<file path="src/bsg_defs.svh">
// Purpose: Register offsets, field positions, reset values and timing figures of the buzzer.
// Assumes: Included by its bare name.
// Notes:   Byte offsets on a 32-bit classic Wishbone bus.
`ifndef BSG_DEFS_SVH
`define BSG_DEFS_SVH

// ****************************************************************************
// Register offsets
// ****************************************************************************
`define BSG_OFS_CTRL    8'h00
`define BSG_OFS_SETUP   8'h04
`define BSG_OFS_STATUS  8'h08

// ****************************************************************************
// Control word fields
// ****************************************************************************
`define BSG_B_CONT      0
`define BSG_B_ENV_EN    1
`define BSG_B_ENV_RST   2
`define BSG_B_ENV_TIME  3
`define BSG_B_SHOT_LEN  4
`define BSG_B_SHOT_TRIG 5
`define BSG_B_SHOT_STOP 6

// ****************************************************************************
// Setup and status word fields
// ****************************************************************************
`define BSG_F_FREQ_LSB  0
`define BSG_F_LEVEL_LSB 4
`define BSG_F_ENVL_LSB  0
`define BSG_B_TONE      4

// ****************************************************************************
// Reset values
// ****************************************************************************
`define BSG_RST_FREQ    3'h0
`define BSG_RST_LEVEL   3'h0

// ****************************************************************************
// Timing figures
// ****************************************************************************
`define BSG_CLK_HZ       250000000
`define BSG_OSC_HZ       32768
`define BSG_TB_HZ        256
`define BSG_ENV_LONG_US  125000
`define BSG_ENV_SHORT_US 62500
`define BSG_SHOT_LONG_US 125000
`define BSG_SHOT_SHORT_US 31250
`define BSG_US_PER_S     1000000

`endif

</file>
<file path="src/bsg_pkg.sv">
// Purpose: Types shared by the buzzer sound generator.
// Assumes: Nothing beyond the defines header.
// Notes:   No constants live here; they are in bsg_defs.svh.
package bsg_pkg;

  typedef enum logic [1:0] {
    BSG_SHOT_IDLE  = 2'h0,
    BSG_SHOT_ARMED = 2'h1,
    BSG_SHOT_PLAY  = 2'h3
  } bsg_shot_e;

  typedef struct packed {
    logic       continuous_enable;
    logic       envelope_enable;
    logic       envelope_step_time_select;
    logic       one_shot_length_select;
    logic [2:0] frequency_select;
    logic [2:0] level_select;
  } bsg_ctrl_s;

  typedef struct packed {
    logic [5:0] period;
    logic [5:0] high;
  } bsg_shape_s;

endpackage : bsg_pkg

</file>
<file path="src/bsg_top.sv">
// Purpose: Buzzer tone generator with envelope and one-shot burst, Wishbone registers.
// Assumes: Single 250 MHz clock; low-speed oscillator ticks are derived from it.
// Notes:   The tone runs on half-periods of the low-speed oscillator.
//
// Behaviour
// - Tone drives the pin while continuous or one-shot active; otherwise pin low.
// - Forced stop ends a one-shot at once, not waiting for 256 Hz.
// - Frequency code 0..7 divides oscillator by 8,10,12,14,16,20,24,28.
// - Divisors 8,10,16,20: code 0 gives 8 high parts, minus one per step.
// - Divisors 12,14,24,28: code 0 gives 12 high parts, down to 5.
// - Level code sets high fraction; all zeros loudest, all ones quietest.
// - With envelope enabled, level comes from the envelope step counter.
// - Continuous start with envelope begins at level 1, stepping toward 8.
// - Without envelope the fixed level select field is used.
// - Envelope restart returns the step counter to level 1.
// - Envelope holds at level 8 until output off or restart.
// - Step-time select picks 125 ms or 62.5 ms between envelope steps.
// - Length select picks a one-shot burst of 125 ms or 31.25 ms.
// - One-shot trigger starts the tone at the next 256 Hz edge.
// - The burst ends automatically after its length, on a 256 Hz edge.
// - Trigger bit reads one from an accepted trigger until the burst ends, zero otherwise.
// - An accepted trigger write clears the envelope enable.
// - A burst uses the current frequency and level selections only.
// - Trigger and forced-stop writes are ignored while continuous output is on.
// - Reset clears continuous enable, so the pin is low.
`timescale 1ns/1ps
`include "bsg_defs.svh"

module bsg_top #(
  parameter int HALF_DIV = `BSG_CLK_HZ / (2 * `BSG_OSC_HZ),
  parameter int AW       = 8
) (
  input  wire logic          clk_i,
  input  wire logic          rst_i,
  input  wire logic          wb_cyc_i,
  input  wire logic          wb_stb_i,
  input  wire logic          wb_we_i,
  input  wire logic [AW-1:0] wb_adr_i,
  input  wire logic [3:0]    wb_sel_i,
  input  wire logic [31:0]   wb_dat_i,
  output logic      [31:0]   wb_dat_o,
  output logic               wb_ack_o,
  output logic               buzzer_port_pin_o
);

  // ****************************************************************************
  // Derived counts
  // ****************************************************************************
  localparam int HALF_PER_TB  = 2 * `BSG_OSC_HZ / `BSG_TB_HZ;
  localparam int ENV_LONG_T   = `BSG_ENV_LONG_US * `BSG_TB_HZ / `BSG_US_PER_S;
  localparam int ENV_SHORT_T  = `BSG_ENV_SHORT_US * `BSG_TB_HZ / `BSG_US_PER_S;
  localparam int SHOT_LONG_T  = `BSG_SHOT_LONG_US * `BSG_TB_HZ / `BSG_US_PER_S;
  localparam int SHOT_SHORT_T = `BSG_SHOT_SHORT_US * `BSG_TB_HZ / `BSG_US_PER_S;
  localparam logic [2:0] LEVEL_MIN = 3'h7;

  // ****************************************************************************
  // Helpers
  // ****************************************************************************
  function automatic bsg_pkg::bsg_shape_s tone_shape(input logic [2:0] fsel,
                                                     input logic [2:0] lvl);
    logic [5:0] base;
    logic [5:0] high;
    bsg_pkg::bsg_shape_s s;
    base = fsel[1] ? 6'h0c : 6'h08;
    high = base - {3'h0, lvl};
    unique case (fsel)
      3'h0: s.period = 6'h10;
      3'h1: s.period = 6'h14;
      3'h2: s.period = 6'h18;
      3'h3: s.period = 6'h1c;
      3'h4: s.period = 6'h20;
      3'h5: s.period = 6'h28;
      3'h6: s.period = 6'h30;
      3'h7: s.period = 6'h38;
    endcase
    s.high = fsel[2] ? {high[4:0], 1'b0} : high;
    return s;
  endfunction : tone_shape

  function automatic logic bus_hit(input logic [AW-1:0] adr, input logic [7:0] ofs);
    return adr == AW'(ofs);
  endfunction : bus_hit

  // ****************************************************************************
  // Bus slave
  // ****************************************************************************
  logic        req;
  logic        wr_ctrl;
  logic        wr_setup;
  logic        next_ack;
  logic [31:0] next_dat;
  logic        busy;
  logic        trig_ok;
  logic        stop_ok;
  logic        restart_wr;
  logic [2:0]  env_lvl;
  logic        tone;
  bsg_pkg::bsg_ctrl_s ctrl;
  bsg_pkg::bsg_ctrl_s next_ctrl;
  bsg_pkg::bsg_shot_e st;

  assign req        = wb_cyc_i && wb_stb_i && !wb_ack_o;
  assign wr_ctrl    = req && wb_we_i && wb_sel_i[0] && bus_hit(wb_adr_i, `BSG_OFS_CTRL);
  assign wr_setup   = req && wb_we_i && wb_sel_i[0] && bus_hit(wb_adr_i, `BSG_OFS_SETUP);
  assign restart_wr = wr_ctrl && wb_dat_i[`BSG_B_ENV_RST];
  assign trig_ok    = wr_ctrl && wb_dat_i[`BSG_B_SHOT_TRIG] && !ctrl.continuous_enable
                      && st == bsg_pkg::BSG_SHOT_IDLE;
  assign stop_ok    = wr_ctrl && wb_dat_i[`BSG_B_SHOT_STOP] && !ctrl.continuous_enable;
  assign busy       = st != bsg_pkg::BSG_SHOT_IDLE;

  always_comb begin
    next_ack = req;
    next_dat = 32'h0;
    if (req && !wb_we_i) begin
      if (bus_hit(wb_adr_i, `BSG_OFS_CTRL)) begin
        next_dat[`BSG_B_CONT]      = ctrl.continuous_enable;
        next_dat[`BSG_B_ENV_EN]    = ctrl.envelope_enable;
        next_dat[`BSG_B_ENV_TIME]  = ctrl.envelope_step_time_select;
        next_dat[`BSG_B_SHOT_LEN]  = ctrl.one_shot_length_select;
        next_dat[`BSG_B_SHOT_TRIG] = busy;
      end else if (bus_hit(wb_adr_i, `BSG_OFS_SETUP)) begin
        next_dat[`BSG_F_FREQ_LSB +: 3]  = ctrl.frequency_select;
        next_dat[`BSG_F_LEVEL_LSB +: 3] = ctrl.level_select;
      end else if (bus_hit(wb_adr_i, `BSG_OFS_STATUS)) begin
        next_dat[`BSG_F_ENVL_LSB +: 3] = env_lvl;
        next_dat[`BSG_B_TONE]          = tone;
      end
    end
  end

  always_comb begin
    next_ctrl = ctrl;
    if (wr_ctrl) begin
      next_ctrl.continuous_enable         = wb_dat_i[`BSG_B_CONT];
      next_ctrl.envelope_enable           = wb_dat_i[`BSG_B_ENV_EN];
      next_ctrl.envelope_step_time_select = wb_dat_i[`BSG_B_ENV_TIME];
      next_ctrl.one_shot_length_select    = wb_dat_i[`BSG_B_SHOT_LEN];
      if (trig_ok) begin
        next_ctrl.envelope_enable = 1'b0;
      end
    end
    if (wr_setup) begin
      next_ctrl.frequency_select = wb_dat_i[`BSG_F_FREQ_LSB +: 3];
      next_ctrl.level_select     = wb_dat_i[`BSG_F_LEVEL_LSB +: 3];
    end
  end

  always_ff @(posedge clk_i) begin
    if (rst_i) begin
      wb_ack_o <= 1'b0;
      wb_dat_o <= 32'h0;
      ctrl     <= '{continuous_enable: 1'b0, envelope_enable: 1'b0,
                    envelope_step_time_select: 1'b0, one_shot_length_select: 1'b0,
                    frequency_select: `BSG_RST_FREQ, level_select: `BSG_RST_LEVEL};
    end else begin
      wb_ack_o <= next_ack;
      wb_dat_o <= next_dat;
      ctrl     <= next_ctrl;
    end
  end

  // ****************************************************************************
  // Oscillator half-tick and 256 Hz timebase
  // ****************************************************************************
  logic [15:0] half_cnt;
  logic [15:0] next_half_cnt;
  logic [7:0]  tb_cnt;
  logic [7:0]  next_tb_cnt;
  logic        half_tick;
  logic        tb_tick;

  assign half_tick = half_cnt == 16'(HALF_DIV - 1);
  assign tb_tick   = half_tick && tb_cnt == 8'(HALF_PER_TB - 1);

  always_comb begin
    next_half_cnt = half_tick ? 16'h0 : half_cnt + 16'h1;
    next_tb_cnt   = tb_cnt;
    if (half_tick) begin
      next_tb_cnt = tb_cnt + 8'h1;
    end
  end

  always_ff @(posedge clk_i) begin
    if (rst_i) begin
      half_cnt <= 16'h0;
      tb_cnt   <= 8'h0;
    end else begin
      half_cnt <= next_half_cnt;
      tb_cnt   <= next_tb_cnt;
    end
  end

  // ****************************************************************************
  // One-shot burst
  // ****************************************************************************
  logic [5:0] shot_cnt;
  logic [5:0] next_shot_cnt;
  logic [5:0] shot_len;
  bsg_pkg::bsg_shot_e next_st;

  assign shot_len = ctrl.one_shot_length_select ? 6'(SHOT_LONG_T) : 6'(SHOT_SHORT_T);

  always_comb begin
    next_st       = st;
    next_shot_cnt = shot_cnt;
    unique case (st)
      bsg_pkg::BSG_SHOT_IDLE: begin
        next_shot_cnt = 6'h0;
        if (trig_ok) begin
          next_st = bsg_pkg::BSG_SHOT_ARMED;
        end
      end
      bsg_pkg::BSG_SHOT_ARMED: begin
        if (tb_tick) begin
          next_st = bsg_pkg::BSG_SHOT_PLAY;
        end
      end
      bsg_pkg::BSG_SHOT_PLAY: begin
        if (tb_tick) begin
          next_shot_cnt = shot_cnt + 6'h1;
          if (shot_cnt == shot_len - 6'h1) begin
            next_st = bsg_pkg::BSG_SHOT_IDLE;
          end
        end
      end
      default: begin
        next_st = bsg_pkg::BSG_SHOT_IDLE;
      end
    endcase
    if (stop_ok) begin
      next_st = bsg_pkg::BSG_SHOT_IDLE;
    end
  end

  always_ff @(posedge clk_i) begin
    if (rst_i) begin
      st       <= bsg_pkg::BSG_SHOT_IDLE;
      shot_cnt <= 6'h0;
    end else begin
      st       <= next_st;
      shot_cnt <= next_shot_cnt;
    end
  end

  // ****************************************************************************
  // Envelope
  // ****************************************************************************
  logic       cont_d;
  logic [5:0] env_cnt;
  logic [5:0] next_env_cnt;
  logic [2:0] next_env_lvl;
  logic [5:0] env_len;

  assign env_len = ctrl.envelope_step_time_select ? 6'(ENV_LONG_T) : 6'(ENV_SHORT_T);

  always_comb begin
    next_env_lvl = env_lvl;
    next_env_cnt = env_cnt;
    if (!ctrl.continuous_enable || !cont_d || restart_wr) begin
      next_env_lvl = 3'h0;
      next_env_cnt = 6'h0;
    end else if (tb_tick && env_lvl != LEVEL_MIN) begin
      next_env_cnt = env_cnt + 6'h1;
      if (env_cnt >= env_len - 6'h1) begin
        next_env_cnt = 6'h0;
        next_env_lvl = env_lvl + 3'h1;
      end
    end
  end

  always_ff @(posedge clk_i) begin
    if (rst_i) begin
      cont_d  <= 1'b0;
      env_cnt <= 6'h0;
      env_lvl <= 3'h0;
    end else begin
      cont_d  <= ctrl.continuous_enable;
      env_cnt <= next_env_cnt;
      env_lvl <= next_env_lvl;
    end
  end

  // ****************************************************************************
  // Tone waveform
  // ****************************************************************************
  logic       active;
  logic [2:0] eff_lvl;
  logic [5:0] phase;
  logic [5:0] next_phase;
  logic       next_tone;
  bsg_pkg::bsg_shape_s shape;

  assign active  = ctrl.continuous_enable || st == bsg_pkg::BSG_SHOT_PLAY;
  assign eff_lvl = ctrl.envelope_enable ? env_lvl : ctrl.level_select;
  assign shape   = tone_shape(ctrl.frequency_select, eff_lvl);

  always_comb begin
    next_phase = phase;
    if (!active) begin
      next_phase = 6'h0;
    end else if (half_tick) begin
      next_phase = (phase >= shape.period - 6'h1) ? 6'h0 : phase + 6'h1;
    end
    next_tone = active && (phase < shape.high);
  end

  always_ff @(posedge clk_i) begin
    if (rst_i) begin
      phase <= 6'h0;
      tone  <= 1'b0;
    end else begin
      phase <= next_phase;
      tone  <= next_tone;
    end
  end

  assign buzzer_port_pin_o = tone;
endmodule : bsg_top

</file>
<file path="config.mk">
export PLATFORM = sky130hd
export DESIGN_NAME = bsg_top
export DESIGN_NICKNAME = d
export VERILOG_FILES = /design/src/bsg_pkg.sv /design/src/bsg_top.sv
export VERILOG_INCLUDE_DIRS = /design/src
export SDC_FILE = /design/constraint.sdc
export NUM_CORES = 1
export LEC_CHECK = 0
export ABC_CLOCK_PERIOD_IN_PS = 2400
export BUFFER_PORTS_ARGS = -buffer_cell sky130_fd_sc_hd__buf_2
export CAP_MARGIN = 20
export CORE_UTILIZATION = 49
export CTS_CLUSTER_DIAMETER = 100
export CTS_CLUSTER_SIZE = 20
export DETAILED_ROUTE_END_ITERATION = 16
export PLACE_DENSITY = 0.76
export SYNTH_ARGS = -nofsm -noshare
export SYNTH_HDL_FRONTEND = slang
export SYNTH_SLANG_ARGS = --single-unit
</file>
<file path="constraint.sdc">
create_clock -name clk_i -period 2.4 [get_ports clk_i]
set_clock_uncertainty 0.15 [all_clocks]
set_input_delay 0.36 -clock clk_i [delete_from_list [all_inputs] [get_ports clk_i]]
set_output_delay 0.36 -clock clk_i [all_outputs]
set_load 0.03 [all_outputs]
</file>
==> out/results.ini <==
[cts]
clk_pin_slew_worst_paths_ns=0.08
h-tree-depth=3
post_cts_buffers=0
cts.sinks=71
cts_tree=done
cts_buffer_depth=2
root_buffer=clkbuf_8
cts_buffers=9
clk_latency_ns=0.34

[floorplan]
core_area_mm2=0.00729
io_pins=83
fp-row-count=31
die_y_um=89.2
die-area_mm2=0.00796
die_w_um=89.2
start_util_pct=51.1

[global_routing]
gr-total-overflow=0
grt_pass1_vias=2912
grt_max_degree=31
antenna_found_initial=0
grtUsageTotal_pct=20.2
grt_pass1_wl_mm=12.5

[sta]
timing.final.crit_share_pct=92.6
min_period_ns=2.22
fmax_mhz=450
finalMaxSlewViolations=0
max_slew_margin_pct=62.5
setup_violations=0
final-hold-violation-count=0
rsz0062_at_grt=false
fin_tns_setup_ns=0
tightest_slew_ns=0.561

[synth]
yosys.cell_types.count=52
synth_simple_gate_area_share_pct=25.5
post_synth_fa_ha_maj_area_fraction_pct=6.72
synth_edf_count=0
async_reset_ff_share_pct=0
synth_top_family_by_area=simple AND/OR/NAND/NOR gates
synth_xor_area_share_pct=5.64
synth_top_area_share_pct=38.1
ys_top_cells_by_area=dfxtp_1, ha_1, nor2_1
netlist_area_mm2=0.00373
seq_area_frac_synth_pct=38.1
yosys_warnings=0
synth_area_per_cell_um2=8.39
ys.flop_type=dfxtp_1
synth_mux_area_share_pct=5.41
yosys.area.top_type=dfxtp_1
ys_ff_latch=71
synth_compound_area_share_pct=10.2
synthCells=444

[route]
wl_per_cell_um=12.5
via_per_inst=5.32
wirelength_mm=7.28
drt_iter0_markers=142
vias=3097
antenna_left=0
drc=0
first_pass_iters=4

[cells_and_area]
area_delta_synth_final_pct=11.6
drive_gt1_share_pct=14.1
fillers=664
diodes=0
fin_nets=547
design_area_mm2=0.00416

[power]
ir_drop_v=0.000341
comb_power_share_pct=4.9
powerDensity_mw_per_mm2=586
p_sw_share_pct=22.1
power_frac_seq_pct=48.7
p_int_mw=1.90
p_leak_nw=1.61
p_switching_mw=0.538
clkPwrFrac_pct=46.4

[setup_path]
worstPathMaxFanout=7
start_kind=flop
cp.required_ns=2.51
r2r.worst_path.cells=9
end_kind=flop
r2r_setup_slack_ns=0.18
cp.arrival_ns=2.34
crit_type=reg2reg

[flow_run]
cap_violations=0

[placement]
place_area_mm2=0.00392
gp_congestion=0.817
dpl.hpwl_mm=5.37
portBuffers=29

[worst_hold_path]
hold-path-cell-count=3
hp-class=in2reg

[run_status]
outcome=completed

-- routing by layer --
layer  wire length (um)  vias up  track usage [%]
li1                   -     1552                -
met1               3410     1451             24.3
met2               3420       82             34.4
met3                349       12             5.63
met4                106        0             7.36
met5                  0        -                0
-- what timing repair did --
action / in CTS / in global routing
setup endpoints to repair: 0 / 4
hold buffers: 0 / 0
gates resized for setup: 0 / 1
-- layout make-up --
| class | count | area [um^2] | area share [%] |
|---|---|---|---|
| clock inverters | 6 | 109 | 2.62 |
| multi-input cells | 340 | 2090 | 50.3 |
| inverters | 17 | 63.8 | 1.53 |
| well taps | 99 | 124 | 2.98 |
| flip-flops and latches | 71 | 1420 | 34.2 |
| repair buffers | 39 | 220 | 5.30 |
| clock buffers | 10 | 128 | 3.07 |
-- critical path, cell delays in order (launching register included) --
cell       delay, ns
dfxtp_2         0.35
inv_1           0.04
ha_1            0.19
xnor2_1         0.12
ha_1            0.29
a21o_1          0.19
a2111oi_2       0.34
buf_4           0.20
nand2_1         0.11
o21ai_0         0.15
-- placed cells by master, fill, tap and decap left out, types with 2 or more instances in the layout --
cell type   n
nand2_1    36
and3b_1     2
ha_1       20
nor3_1     12
and3_1      6
a211o_1     2
a31o_2      2
mux2i_1    19
xnor2_1    18
nand2b_1    4
clkbuf_8    9
clkinv_2    2
dfxtp_1    70
inv_1      17
nor4_1      4
o21ai_1     4
a21o_1      2
a211oi_1    3
or2_2       3
bufinv_16   3
xor2_1      6
nand4_1     8
nor2_1     62
nand3_1    20
o31a_1      2
nor4_2      2
nand3b_1    4
o311ai_0    2
a21oi_1    22
buf_2      29
buf_4      10
o21ai_0    14
conb_1     25
and2_1      5
o22ai_1     3
nor2b_1     4
or3_1       7
-- synthesized netlist by cell type, types with 3 or more instances --
| master | n |
|---|---|
| nor3_1 | 12 |
| xnor2_1 | 18 |
| nor2b_1 | 4 |
| and3_1 | 6 |
| nand2b_1 | 4 |
| nor2_1 | 62 |
| nor4_1 | 5 |
| clkbuf_1 | 13 |
| a21oi_1 | 22 |
| o21ai_0 | 14 |
| nand4_1 | 8 |
| nand3b_1 | 4 |
| a211oi_1 | 3 |
| xor2_1 | 6 |
| dfxtp_1 | 71 |
| nand3_1 | 20 |
| o21ai_1 | 4 |
| or2_2 | 3 |
| ha_1 | 20 |
| o22ai_1 | 3 |
| nand2_1 | 36 |
| or3_1 | 7 |
| mux2i_1 | 19 |
| buf_4 | 25 |
| and2_1 | 5 |
| inv_1 | 17 |
-- state kept, by name (all words and copies together) (netlist names) --
register	cells
wb_dat_o	7
phase	6
shape	4
cont_d	1
st	2
wb_ack_o	1
buzzer_port_pin_o	1
half_cnt	16
env_lvl	3
ctrl	10
env_cnt	6
shot_cnt	6
tb_cnt	8
-- per-stage QoR --
stage	worst slack, ns	std cells	hold slack (ns)	util, %	power (mW)
2_1_floorplan	0.125	468	0.271	-	1.33
3_3_place_gp	0.173	566	0.291	53.8	1.33
3_5_place_dp	0.152	566	0.292	53.8	1.33
4_1_cts	0.120	582	0.123	57.0	2.46
5_1_grt	0.0288	582	0.135	57.0	2.54
6_report	0.178	582	0.136	57.0	2.44
-- cell families (layout without fill, tap and decap cells) --
logic type / count (synthesis) / in the layout
mux: 20 / 20
simple gates: 189 / 189
fa+ha+maj: 20 / 20
xor+xnor: 24 / 24
flops: 71 / 71
buf+inv: 57 / 72
other cells: 1 / 25
compound gates: 62 / 62
-- power groups by stage --
stage | sequential [mW] | clock (mW) | combinational [mW]
2_1_floorplan | 1.21 | 0 | 0.117
3_3_place_gp | 1.21 | 0 | 0.117
3_5_place_dp | 1.21 | 0 | 0.119
4_1_cts | 1.19 | 1.15 | 0.119
5_1_grt | 1.19 | 1.22 | 0.132
6_report | 1.19 | 1.13 | 0.120
-- worst paths after layout --
check	from	endpoint
hold reg to reg	ctrl[2]	wb_dat_o[6]
setup / recovery	shape[8]	phase[0]
hold / removal	wb_dat_i[5]	ctrl[1]
setup reg to reg	shape[8]	phase[0]
(Power assumes the default switching activity.)
